===== src/common/sfcf_pkg.sv =====
// Shared constants and types of the serial flash command front end
package sfcf_pkg;

  // --------------------------------------------------------------------------
  // Frame layout
  // --------------------------------------------------------------------------
  localparam int OPCODE_BITS = 8;
  localparam int ADDR_BITS = 24;
  localparam int ADDR_BYTES = 3;
  localparam int PAGE_BITS = 10;
  localparam int BYTE_BITS = 9;
  localparam int BIN_BYTE_BITS = 8;
  localparam int PAGES = 1024;
  localparam int PAGE_STD = 264;
  localparam int PAGE_BIN = 256;
  localparam logic [2:0] LAST_BIT = 3'h7;
  localparam logic [1:0] LAST_ADDR_BYTE = 2'h2;

  // --------------------------------------------------------------------------
  // Pin synchroniser order and values after reset
  // --------------------------------------------------------------------------
  localparam int PIN_COUNT = 5;
  localparam int PIN_SEL = 0;
  localparam int PIN_SCK = 1;
  localparam int PIN_SI = 2;
  localparam int PIN_LOCK = 3;
  localparam int PIN_RST = 4;
  localparam logic [4:0] SYNC_RESET_VAL = 5'h19;

  // --------------------------------------------------------------------------
  // Frame states
  // --------------------------------------------------------------------------
  typedef enum logic [2:0]
  {
    ST_STANDBY = 3'b000,
    ST_OPCODE = 3'b001,
    ST_ADDR = 3'b010,
    ST_DATA = 3'b011,
    ST_DISCARD = 3'b100
  } sfcf_state_type;

endpackage : sfcf_pkg


===== src/verilog/sfcf_frontend.sv =====
// Serial command front end: framing, shifting, address decode, protection, buffer
// Summary of operation
// - A select falling edge starts an operation; its rising edge ends it.
// - Deselected: standby, output released, serial input ignored.
// - After a program or erase frame, stay active until the internal cycle ends.
// - Serial input is sampled on each rising shift clock edge.
// - Output bits change on the falling shift clock edge.
// - Opcode, address and data travel most significant bit first.
// - Locations are three address bytes with leading don't-care padding.
// - 264-byte pages: nine buffer bits, ten page bits, nine byte bits.
// - 256-byte pages: eight buffer bits, linear address of ten page, eight byte bits.
// - With lock low, marked sectors are shielded regardless of software enable.
// - With lock low, protection register changes are refused.
// - Program or erase under lock low is discarded; idle at select release.
// - Enable-protection and lockdown commands still run under lock low.
// - An open lock input reads as deasserted.
// - Reset pin low aborts, holds idle, and resumes when high.
// - The internal power-on reset initialises the device.
// - Page size 264 or 256 bytes, 264 by default, picks the layout.
// - The array has 1,024 pages, ten page bits.
// - Works in SPI mode 0 and mode 3.
// - One data buffer of 264 bytes, wrapping at the configured page size.
module sfcf_frontend
#(
  parameter logic [7:0] OPC_BUF_WRITE = 8'h10,
  parameter logic [7:0] OPC_BUF_READ = 8'h11,
  parameter logic [7:0] OPC_PGM_LO = 8'h20,
  parameter logic [7:0] OPC_PGM_HI = 8'h2F,
  parameter logic [7:0] OPC_PROT_REG_WR = 8'h30,
  parameter logic [7:0] OPC_PROT_ENABLE = 8'h31,
  parameter logic [7:0] OPC_LOCKDOWN = 8'h32,
  parameter int SECTORS = 8,
  parameter int SECTOR_SHIFT = 7
)
(
  input wire logic CLK,
  input wire logic RSTN,
  input wire logic DEVICE_SELECT_N,
  input wire logic SHIFT_CLOCK,
  input wire logic SERIAL_INPUT,
  output logic SERIAL_OUTPUT,
  output logic SERIAL_OUTPUT_OE,
  input wire logic PROTECT_LOCK_N,
  input wire logic RESET_PIN_N,
  input wire logic PAGE_SIZE_256,
  input wire logic SW_PROT_EN,
  input wire logic [SECTORS-1:0] PROT_MAP,
  input wire logic ARRAY_BUSY,
  input wire logic [7:0] RD_BYTE,
  output logic RD_LOAD,
  output logic CMD_VALID,
  output logic [sfcf_pkg::OPCODE_BITS-1:0] CMD_OPCODE,
  output logic [sfcf_pkg::PAGE_BITS-1:0] CMD_PAGE,
  output logic [sfcf_pkg::BYTE_BITS-1:0] CMD_BYTE,
  output logic [sfcf_pkg::BYTE_BITS-1:0] CMD_BUF_ADDR,
  output logic CMD_PROTECTED,
  output logic WR_STROBE,
  output logic [7:0] WR_BYTE,
  output logic FRAME_END,
  output logic CMD_DISCARDED,
  output logic STANDBY
);
  import sfcf_pkg::*;

  // --------------------------------------------------------------------------
  // Pin synchronisers
  // --------------------------------------------------------------------------
  logic [PIN_COUNT-1:0] pins;
  logic [PIN_COUNT-1:0] meta_q;
  logic [PIN_COUNT-1:0] sync_q;

  assign pins = {RESET_PIN_N, PROTECT_LOCK_N, SERIAL_INPUT, SHIFT_CLOCK, DEVICE_SELECT_N};

  genvar gi;
  generate
    for (gi = 0; gi < PIN_COUNT; gi++)
    begin : g_sync
      always_ff @(posedge CLK)
      begin
        if (!RSTN)
        begin
          meta_q[gi] <= SYNC_RESET_VAL[gi];
          sync_q[gi] <= SYNC_RESET_VAL[gi];
        end
        else
        begin
          meta_q[gi] <= pins[gi];
          sync_q[gi] <= meta_q[gi];
        end
      end
    end
  endgenerate

  logic sel_n;
  logic sck;
  logic si;
  logic lock_n;
  logic hold;
  logic sck_prev_q;
  logic sel_prev_q;

  assign sel_n = sync_q[PIN_SEL];
  assign sck = sync_q[PIN_SCK];
  assign si = sync_q[PIN_SI];
  assign lock_n = sync_q[PIN_LOCK];
  assign hold = !sync_q[PIN_RST];

  always_ff @(posedge CLK)
  begin
    if (!RSTN)
    begin
      sck_prev_q <= 1'b0;
      sel_prev_q <= 1'b1;
    end
    else
    begin
      sck_prev_q <= sck;
      sel_prev_q <= sel_n;
    end
  end

  // --------------------------------------------------------------------------
  // Edge events; shift clock edges seen only while selected and not held by the reset pin
  // --------------------------------------------------------------------------
  logic sel_fall;
  logic sel_rise;
  logic sck_rise;
  logic sck_fall;

  assign sel_fall = !sel_n && sel_prev_q;
  assign sel_rise = sel_n && !sel_prev_q;
  assign sck_rise = sck && !sck_prev_q && !sel_n && !hold;
  assign sck_fall = !sck && sck_prev_q && !sel_n && !hold;

  // --------------------------------------------------------------------------
  // Frame state and bit counting
  // --------------------------------------------------------------------------
  sfcf_state_type state_q;
  logic [2:0] bit_q;
  logic [1:0] byte_q;
  logic [7:0] in_q;
  logic [ADDR_BITS-1:0] addr_q;
  logic [7:0] in_next;
  logic [ADDR_BITS-1:0] addr_next;
  logic byte_done;
  logic opc_done;
  logic addr_done;
  logic is_pgm;
  logic is_prot_wr;
  logic is_exempt;
  logic refuse;

  assign in_next = {in_q[6:0], si};
  assign addr_next = {addr_q[ADDR_BITS-2:0], si};
  assign byte_done = sck_rise && (bit_q == LAST_BIT);
  assign opc_done = byte_done && (state_q == ST_OPCODE);
  assign addr_done = byte_done && (state_q == ST_ADDR) && (byte_q == LAST_ADDR_BYTE);

  assign is_pgm = (in_next >= OPC_PGM_LO) && (in_next <= OPC_PGM_HI);
  assign is_prot_wr = (in_next == OPC_PROT_REG_WR);
  assign is_exempt = (in_next == OPC_PROT_ENABLE) || (in_next == OPC_LOCKDOWN);
  assign refuse = !lock_n && (is_pgm || is_prot_wr) && !is_exempt;

  always_ff @(posedge CLK)
  begin
    if (!RSTN || hold)
    begin
      state_q <= ST_STANDBY;
    end
    else if (sel_rise)
    begin
      state_q <= ST_STANDBY;
    end
    else
    begin
      case (state_q)
        ST_STANDBY:
        begin
          if (sel_fall)
          begin
            state_q <= ST_OPCODE;
          end
        end
        ST_OPCODE:
        begin
          if (opc_done)
          begin
            state_q <= refuse ? ST_DISCARD : ST_ADDR;
          end
        end
        ST_ADDR:
        begin
          if (addr_done)
          begin
            state_q <= ST_DATA;
          end
        end
        ST_DATA:
        begin
          state_q <= ST_DATA;
        end
        ST_DISCARD:
        begin
          state_q <= ST_DISCARD;
        end
        default:
        begin
          state_q <= ST_STANDBY;
        end
      endcase
    end
  end

  always_ff @(posedge CLK)
  begin
    if (!RSTN || hold || sel_rise || (state_q == ST_STANDBY))
    begin
      bit_q <= 3'h0;
      byte_q <= 2'h0;
      in_q <= 8'h00;
    end
    else if (sck_rise)
    begin
      bit_q <= bit_q + 3'h1;
      in_q <= in_next;
      if (byte_done && (state_q == ST_ADDR))
      begin
        byte_q <= byte_q + 2'h1;
      end
    end
  end

  always_ff @(posedge CLK)
  begin
    if (!RSTN)
    begin
      addr_q <= 24'h00_0000;
    end
    else if (sck_rise && (state_q == ST_ADDR))
    begin
      addr_q <= addr_next;
    end
  end

  // --------------------------------------------------------------------------
  // Command capture and address decode
  // --------------------------------------------------------------------------
  logic [PAGE_BITS-1:0] page_dec;
  logic [BYTE_BITS-1:0] byte_dec;
  logic [8:0] page_len;
  logic [$clog2(SECTORS)-1:0] sector;

  always_comb
  begin
    if (PAGE_SIZE_256)
    begin
      page_dec = addr_next[BIN_BYTE_BITS +: PAGE_BITS];
      byte_dec = {1'b0, addr_next[BIN_BYTE_BITS-1:0]};
      page_len = 9'(PAGE_BIN);
    end
    else
    begin
      page_dec = addr_next[BYTE_BITS +: PAGE_BITS];
      byte_dec = addr_next[BYTE_BITS-1:0];
      page_len = 9'(PAGE_STD);
    end
  end

  assign sector = page_dec[SECTOR_SHIFT +: $clog2(SECTORS)];

  always_ff @(posedge CLK)
  begin
    if (!RSTN)
    begin
      CMD_OPCODE <= 8'h00;
      CMD_PAGE <= 10'h000;
      CMD_BYTE <= 9'h000;
      CMD_BUF_ADDR <= 9'h000;
      CMD_PROTECTED <= 1'b0;
    end
    else if (opc_done)
    begin
      CMD_OPCODE <= in_next;
    end
    else if (addr_done)
    begin
      CMD_PAGE <= page_dec;
      CMD_BYTE <= byte_dec;
      CMD_BUF_ADDR <= byte_dec;
      CMD_PROTECTED <= PROT_MAP[sector] && (SW_PROT_EN || !lock_n);
    end
  end

  always_ff @(posedge CLK)
  begin
    if (!RSTN || hold)
    begin
      CMD_VALID <= 1'b0;
      CMD_DISCARDED <= 1'b0;
      FRAME_END <= 1'b0;
    end
    else
    begin
      CMD_VALID <= addr_done;
      CMD_DISCARDED <= opc_done && refuse;
      FRAME_END <= sel_rise && (state_q != ST_STANDBY);
    end
  end

  // --------------------------------------------------------------------------
  // Write data and read requests
  // --------------------------------------------------------------------------
  logic data_byte;

  assign data_byte = byte_done && (state_q == ST_DATA);

  always_ff @(posedge CLK)
  begin
    if (!RSTN || hold)
    begin
      WR_STROBE <= 1'b0;
      WR_BYTE <= 8'h00;
      RD_LOAD <= 1'b0;
    end
    else
    begin
      WR_STROBE <= data_byte;
      RD_LOAD <= addr_done || data_byte;
      if (data_byte)
      begin
        WR_BYTE <= in_next;
      end
    end
  end

  // --------------------------------------------------------------------------
  // Page buffer
  // --------------------------------------------------------------------------
  logic [7:0] buf_mem [0:PAGE_STD-1];
  logic [8:0] ptr_q;
  logic [8:0] ptr_inc;
  logic [8:0] ptr_start;
  logic [8:0] rd_idx;
  logic [7:0] buf_rd_q;
  logic buf_wr_op;
  logic buf_rd_op;

  assign buf_wr_op = (CMD_OPCODE == OPC_BUF_WRITE);
  assign buf_rd_op = (CMD_OPCODE == OPC_BUF_READ);
  // The first read request falls in the cycle that loads the start address
  assign ptr_start = (CMD_BUF_ADDR >= page_len) ? 9'h000 : CMD_BUF_ADDR;
  assign rd_idx = CMD_VALID ? ptr_start : ptr_q;
  assign ptr_inc = (rd_idx == page_len - 9'h001) ? 9'h000 : rd_idx + 9'h001;

  always_ff @(posedge CLK)
  begin
    if (!RSTN)
    begin
      ptr_q <= 9'h000;
    end
    else if (CMD_VALID)
    begin
      ptr_q <= buf_rd_op ? ptr_inc : ptr_start;
    end
    else if ((WR_STROBE && buf_wr_op) || (RD_LOAD && buf_rd_op))
    begin
      ptr_q <= ptr_inc;
    end
  end

  always_ff @(posedge CLK)
  begin
    if (WR_STROBE && buf_wr_op)
    begin
      buf_mem[ptr_q] <= WR_BYTE;
    end
  end

  always_ff @(posedge CLK)
  begin
    if (!RSTN)
    begin
      buf_rd_q <= 8'h00;
    end
    else if (RD_LOAD)
    begin
      buf_rd_q <= buf_mem[rd_idx];
    end
  end

  // --------------------------------------------------------------------------
  // Serial output
  // --------------------------------------------------------------------------
  logic load_q;
  logic [7:0] out_q;

  always_ff @(posedge CLK)
  begin
    if (!RSTN || hold)
    begin
      load_q <= 1'b0;
      out_q <= 8'h00;
      SERIAL_OUTPUT <= 1'b0;
      SERIAL_OUTPUT_OE <= 1'b0;
    end
    else if (sel_n)
    begin
      load_q <= 1'b0;
      SERIAL_OUTPUT_OE <= 1'b0;
    end
    else
    begin
      load_q <= RD_LOAD;
      if (load_q)
      begin
        out_q <= buf_rd_op ? buf_rd_q : RD_BYTE;
      end
      else if (sck_fall && (state_q == ST_DATA))
      begin
        SERIAL_OUTPUT <= out_q[7];
        out_q <= {out_q[6:0], 1'b0};
        SERIAL_OUTPUT_OE <= 1'b1;
      end
    end
  end

  // --------------------------------------------------------------------------
  // Self-timed cycle tracking and standby
  // --------------------------------------------------------------------------
  logic active_q;
  logic guard_q;

  always_ff @(posedge CLK)
  begin
    if (!RSTN || hold)
    begin
      active_q <= 1'b0;
      guard_q <= 1'b0;
    end
    else if (sel_rise && (state_q == ST_DATA) && (CMD_OPCODE >= OPC_PGM_LO) && (CMD_OPCODE <= OPC_PGM_HI))
    begin
      active_q <= 1'b1;
      guard_q <= 1'b1;
    end
    else if (guard_q)
    begin
      guard_q <= 1'b0;
    end
    else if (!ARRAY_BUSY)
    begin
      active_q <= 1'b0;
    end
  end

  always_ff @(posedge CLK)
  begin
    if (!RSTN)
    begin
      STANDBY <= 1'b1;
    end
    else
    begin
      STANDBY <= sel_n && !active_q && (state_q == ST_STANDBY);
    end
  end

endmodule : sfcf_frontend


===== config.mk =====
export PLATFORM = sky130hd
export DESIGN_NAME = sfcf_frontend
export DESIGN_NICKNAME = d
export VERILOG_FILES = /design/src/common/sfcf_pkg.sv /design/src/verilog/sfcf_frontend.sv
export SDC_FILE = /design/constraint.sdc
export NUM_CORES = 2
export LEC_CHECK = 0
export BUFFER_PORTS_ARGS = -buffer_cell sky130_fd_sc_hd__buf_2
export CORE_MARGIN = 5
export CORE_UTILIZATION = 25
export CTS_CLUSTER_DIAMETER = 80
export DETAILED_ROUTE_END_ITERATION = 6
export HOLD_SLACK_MARGIN = 0.08
export MAX_ROUTING_LAYER = met4
export PLACE_DENSITY_LB_ADDON = 0.3
export SYNTH_ARGS = -nofsm -noshare
export SYNTH_HDL_FRONTEND = slang
export SYNTH_SLANG_ARGS = --single-unit

===== constraint.sdc =====
create_clock -name CLK -period 4.6 [get_ports CLK]
set_input_delay 0.69 -clock CLK [delete_from_list [all_inputs] [get_ports CLK]]
set_output_delay 0.69 -clock CLK [all_outputs]
set_load 0.02 [all_outputs]

==> Yosys cells after proc, flatten, opt, wreduce, memory -nomap -nowiden <==
Memories as Yosys holds them, arrays and structs flattened. A register that Yosys moved wholly into a read port is not among the register bits.
Cells that the tools add are included.
{ "word_totals": {"output_inout_bits": 53, "reg_bits": 109, "mem_bits_ro": 0, "ram_bits": 2112, "word_cells": 150, "mem_count": 1, "input_bits": 26, "latchBits": 0} }
{ "memory_table": {"columns": ["name", "words", "word_bits", "read_ports", "rd_ports_with_merged_regs", "wr", "line", "source"], "rows": [
  ["buf_mem", 264, 8, 1, 1, 1, "sfcf_frontend.sv:339", "logic [7:0] buf_mem [0:PAGE_STD-1];"]
]} }
{ "classes": {"reduce_logical": 59, "mux": 25, "order_cmp": 6, "eq_ne": 17, "div": 0, "mul": 0, "bitwise_logic": 3, "shift": 0, "add_sub_neg": 4} }
{ "op_table": {"columns": ["op", "count"], "rows": [
  ["two-way mux 9 bit", 7],
  ["logical AND 1 bit", 28],
  ["== test 8 x 6 -> 1 bit (second input constant)", 3],
  ["two-way mux 8 bit", 3],
  ["== test 8 x 5 -> 1 bit (second input constant)", 2],
  ["greater-or-equal comparator 8 x 6 -> 1 bit (second input constant)", 2],
  ["<= comparator 8 x 6 -> 1 bit (second input constant)", 2],
  ["case mux 3 bit (5 select lines)", 1],
  ["two-way mux 3 bit", 4],
  ["zero test 1 bit", 10],
  ["two-way mux 10 bit", 1],
  ["AND reduction 2 bit", 5],
  ["adder 9 x 1 -> 9 bit (second input constant)", 1],
  ["== test 9 bit", 1],
  ["greater-or-equal comparator 9 bit", 1],
  ["subtractor 9 x 1 -> 9 bit (second input constant)", 1],
  ["logical OR 1 bit", 8],
  ["two-way mux 1 bit", 7],
  ["== test 3 x 2 -> 1 bit (second input constant)", 2],
  ["== test 3 bit (second input constant)", 2],
  ["inequality test 2 bit (second input constant)", 3],
  ["AND reduction 3 bit", 2],
  ["less-than comparator 3 x 4 -> 1 bit (second input constant)", 1],
  ["two-way mux 4 bit", 1],
  ["11 further kinds", 16]
]} }

==> Logic depth before layout (Yosys ltp) <==
{ "depth": {"depth_word": 9, "mapped_depth": 17, "depth_no_buf": 13} }

==> Worst setup path before layout <==
OpenSTA, ideal clock, no wires.
{ "synth_path": {"path_kind": "reg2reg", "start": "reg WR_BYTE[0]", "end": "mem buf_mem[0][0] (data pin)", "arrival_time_ns": 3.623, "stages_incl_launch_ff": 1, "setup_ns": 0.903, "setup_slack_ns": 0.074, "path_buffers": 0, "path_cell_list": "dfxtp_1"} }
{ "synth_lines": {"columns": ["item", "line", "source"], "rows": [
  ["start, declared", "sfcf_frontend.sv:58", "output logic [7:0] WR_BYTE,"],
  ["start signal, assigned", "sfcf_frontend.sv:331", "WR_BYTE <= in_next;"],
  ["end, declared", "sfcf_frontend.sv:339", null]
]} }
No word-level cell before the write port.

==> Worst setup path after layout <==
{ "layout_path": {"start": "reg CMD_BUF_ADDR[3] in the netlist's numbering", "end": "reg buf_rd_q[6], read port of buf_mem"} }
{ "layout_between": {"elab_chain_len": 3} }
{ "layout_lines": {"columns": ["item", "line", "source"], "rows": [
  ["start, declared", "sfcf_frontend.sv:55", "output logic [sfcf_pkg::BYTE_BITS-1:0] CMD_BUF_ADDR,"],
  ["start signal, assigned", "sfcf_frontend.sv:289", "CMD_BUF_ADDR <= byte_dec;"],
  ["greater-or-equal comparator 9 bit", "sfcf_frontend.sv:351", "assign ptr_start = (CMD_BUF_ADDR >= page_len) ? 9'h000 : CMD_BUF_ADDR;"],
  ["two-way mux 9 bit (*)", "sfcf_frontend.sv:351", null],
  ["two-way mux 9 bit (*)", "sfcf_frontend.sv:352", "assign rd_idx = CMD_VALID ? ptr_start : ptr_q;"],
  ["end, declared", "sfcf_frontend.sv:344", "logic [7:0] buf_rd_q;"]
]} }
Every way passes the cells marked *; elsewhere a longest branch is shown, timed or not.
A chain may end at the register's enable or synchronous reset.

==> metrics.md <==
| Metric | Value |
|---|---|
| Sequential power share | `53.2%` |
| Core area | `406100 um2` |
| Number of global-route vias before repair | `73610` |
| Post-synthesis adder-cell area fraction | `less than 1%` |
| Area Overhead vs Synth | `18.76%` |
| Iter 0 DRT Violations | `9065` |
| FF+latch count, synth | `around 2200` |
| Die ar. | `420500 um2` |
| Bufs and invs on worst path | `5` |
| Final min period | `4.524 ns` |
| Slew Viols, Final | `0` |
| Most crowded layer after global routing | `met2` |
| Primary FF master, synth | `edfxtp_1` |
| Filler cell count | `slightly above 40000` |
| Largest net degree at the start of global routing | `166` |
| Die Height | `648.5 um` |
| GR Layer Usage met2 | `27.31%` |
| CP dominant cell by count | `buf_4` |
| Met3 GRT Util | `between 2 and 3%` |
| Commonest non-fill, non-tap cell in the layout | `edfxtp_1` |
| Root buf cell | `clkbuf_16` |
| Max-Slew Margin vs Limit | `9.863%` |
| Most frequent cells in the layout | `2112 x edfxtp_1, 1180 x nand2_1, 653 x buf_4, 617 x a221oi_1, 529 x a21oi_1` |
| Ratio of cells with drive above 1 in the final layout | `around 15%` |
| Mapped cell area | `roughly 100000 um2` |
| F_max | `0.2210 GHz` |
| Die X | `between 600 and 700 um` |
| Worst slew pin tran | `1.343 ns` |
| Cell Int Power | `32.75 mW` |
| Post-Syn Nets | `8217` |
| Starting Density | `25.09%` |
| CP Class | `flop to flop` |
| Synthesized netlist cell count | `8186` |
| Hold slack | `0.1559 ns` |
| CTS tree | `done` |
| Startpoint class of the critical path | `flop` |
| Setup Viol. Count Final | `0` |
| Ports | `79` |
| Clk sinks | `between 2000 and 2500` |
| Cell count after placement | `13740` |
| Sequential area share after synthesis | `64.53%` |
| Final Hold Fails | `0` |
| Routed len/inst | `26.68 um` |
| Status | `complete, but fails checks` |
| Finished Layout Cells | `14190` |
| Reg clk slew, reported paths | `0.06 ns` |
| First drt pass iteration count | `7` |
| H-tree depth | `4` |
| Std cell rows | `between 200 and 250` |
| EDFF count, synth | `about 2100` |
| Yosys warns | `0` |
| CP top delay family | `compound AO/OA/AOI/OAI gates` |
| Logic pwr share | `0.3%` |
| Vias per inst | `5.419` |
| Slowest cell delay on critical path | `between 0.5 and 0.6 ns` |
| Hold Path Class | `primary input to flop` |
| Worst-path cell chain | `inv_1, ha_1, or3b_4, or3_4, a21oi_4, buf_4, buf_12, a21oi_1, a21oi_1, a41oi_1, buf_4, o32ai_1, buf_4, a31oi_1` |
| Critical Path RT | `roughly 5.4 ns` |
| Met1 Use GR | `around a quarter` |
| Leakage power | `35.13 nW` |
| TNS Setup | `0 ns` |
| Pwr/cell area | `339.4 nW/um2` |
| Clock power frac | `46.5%` |
| Vias | `76870` |
| GPL Wtd Cong | `between 0.8 and 0.9` |
| Crit Path Max Fanout | `12` |
| Num CTS Buffers | `246` |
| Compound-Gate Fraction of Synth Area | `15.14%` |
| I/O Buffers | `between 70 and 80` |
| Worst setup EP type | `flop` |
| Data arrival, critical path | `5.31 ns` |
| Unrepaired setup endpoints after global routing | `no` |
| Slowest cell on crit path | `or3_4` |
| Largest family of logic cells by synthesized area | `compound AO/OA/AOI/OAI gates` |
| Final Cycle Share | `98.36%` |
| Clock tree buffer depth | `4` |
| Wirelength, routed | `378500 um` |
| Nets | `8595` |
| Simple-gate portion of the synthesized area | `10.99%` |
| Congestion Overflow GR | `0` |
| First-pass GRT wire length | `539100 um` |
| DRC viols | `1` |
| Peak supply drop | `0.0003042 V` |
| Routed Antenna Nets | `0` |
| Worst-Skew Late Latency | `0.94 ns` |
| Post-synthesis async set-or-reset flop share | `0%` |
| Max-cap violations | `0` |
| DP HPWL | `roughly 240000 um` |
| Overall global routing resource usage | `between 10% and 20%` |
| Switching pwr | `around 8.3 mW` |
| Post-synthesis mux area share | `approximately 5.8%` |
| Switching portion of total power | `20.26%` |
| Final Skew | `0.08813 ns` |
| Synth Area in XOR/XNOR | `0.06016%` |
| Syn Area/Cell | `12.45 um2` |
| Number of antenna violations at the first check in global routing | `14` |
| Failing checks | `design-rule violations` |
| Netlist cell types | `a little under 90` |
## synthesized netlist by cell type, drive strengths merged, types with 39 or more instances
| cell | instances | share of area (%) |
|---|---|---|
| a221o | 41 | 0.40 |
| dfxtp | 117 | 2.3 |
| a22o | 102 | 0.88 |
| nor2b | 71 | 0.44 |
| and3 | 79 | 0.48 |
| a22oi | 66 | 0.49 |
| nand2 | 1187 | 4.4 |
| a211oi | 155 | 1.1 |
| nor2 | 330 | 1.2 |
| buf | 441 | 2.3 |
| clkbuf | 290 | 1.1 |
| mux2 | 50 | 0.55 |
| o21ai | 118 | 0.58 |
| nand4 | 128 | 0.79 |
| nand3 | 468 | 2.3 |
| nor3 | 114 | 0.57 |
| mux2i | 525 | 5.2 |
| a221oi | 617 | 5.3 |
| a21oi | 532 | 2.6 |
| a311oi | 52 | 0.46 |
| edfxtp | 2112 | 62 |
| a32oi | 64 | 0.55 |
| nor4 | 39 | 0.25 |
| a31oi | 156 | 0.96 |
| o22ai | 39 | 0.24 |
## what timing repair did
action | in CTS | in global routing
resized for setup | 0 | 3
setup endpoints to repair | 0 | 3
hold buffers | 6 | 0
hold endpoints to repair | 6 | 0
setup buffers | 0 | 0
## cell families after synthesis
family,Yosys count
multiplexers,580
buffers and inverters,749
flip-flops,2229
XOR/XNOR,7
AO/OA/AOI/OAI,2127
AND/OR/NAND/NOR,2489
adder cells (fa/ha/maj),5
## cell type report
| class | instances | area [um2] | area share [%] |
|---|---|---|---|
| inverter | 18 | 90.09 | 0.07444 |
| timing repair buffer | 861 | 7835 | 6.474 |
| clock inverter | 131 | 1154 | 0.9532 |
| tap | 5428 | 6792 | 5.612 |
| multi-input combinational | 5208 | 32900 | 27.18 |
| antenna | 6 | 15.01 | 0.01241 |
| sequential | 2229 | 65800 | 54.37 |
| clock buffer | 305 | 6440 | 5.321 |
## routing by layer
layer,vias to the layer above,wire length [um]
met5,-,0
met4,0,14470
met3,719,29210
met2,3685,173900
met1,39300,160900
li1,33170,-
## sequential cells by signal, indices dropped and copies added, names as in the netlist, 7 cells and up
| register | flops |
|---|---|
| addr_q | 18 |
| buf_mem | 2112 |
| CMD_BUF_ADDR | 9 |
| in_q | 7 |
| ptr_q | 9 |
| CMD_OPCODE | 8 |
| buf_rd_q | 8 |
| out_q | 8 |
| WR_BYTE | 8 |
| CMD_PAGE | 10 |
## worst register-to-register path: cells and delay by family (launching register included)
family          cells  cell delay (ns)
buf+inv             5             1.24
compound gates      6             1.69
flops               1             0.31
fa+ha+maj           1             0.24
simple gates        2             0.91
## stage by stage
step	worst slack, ns	instance area (um2)	total power, mW	utilization, %
2_1_floorplan	0.07381	101900	22.35	-
3_3_place_gp	-1.014	113300	22.40	27.91
3_5_place_dp	-0.6191	113300	22.40	27.91
4_1_cts	0.04030	121000	41.40	29.79
5_1_grt	0.03080	121000	42.20	29.80
6_report	0.07558	121000	41.07	29.80
## power by group through the flow
stage                     Sequential, mW  Combinational [mW]  Clock [mW]
final                               21.9               0.123        19.1
after CTS                           21.9               0.120        19.4
after floorplan                     22.3              0.0548           0
after global routing                21.8               0.126        20.2
after detailed placement            22.3               0.116           0
after global placement              22.3               0.116           0
## final timing paths
check / from / endpoint / slack (ns) / cells past startpoint
hold / removal: RSTN / STANDBY / 0.16 / 2
hold reg to reg: meta_q[0] / sel_n / 0.41 / 1
setup reg to reg: CMD_BUF_ADDR[3] / buf_rd_q[6] / 0.08 / 14
setup / recovery: CMD_BUF_ADDR[3] / buf_rd_q[6] / 0.08 / 14
Note: power is estimated with default switching activity, not from simulation.
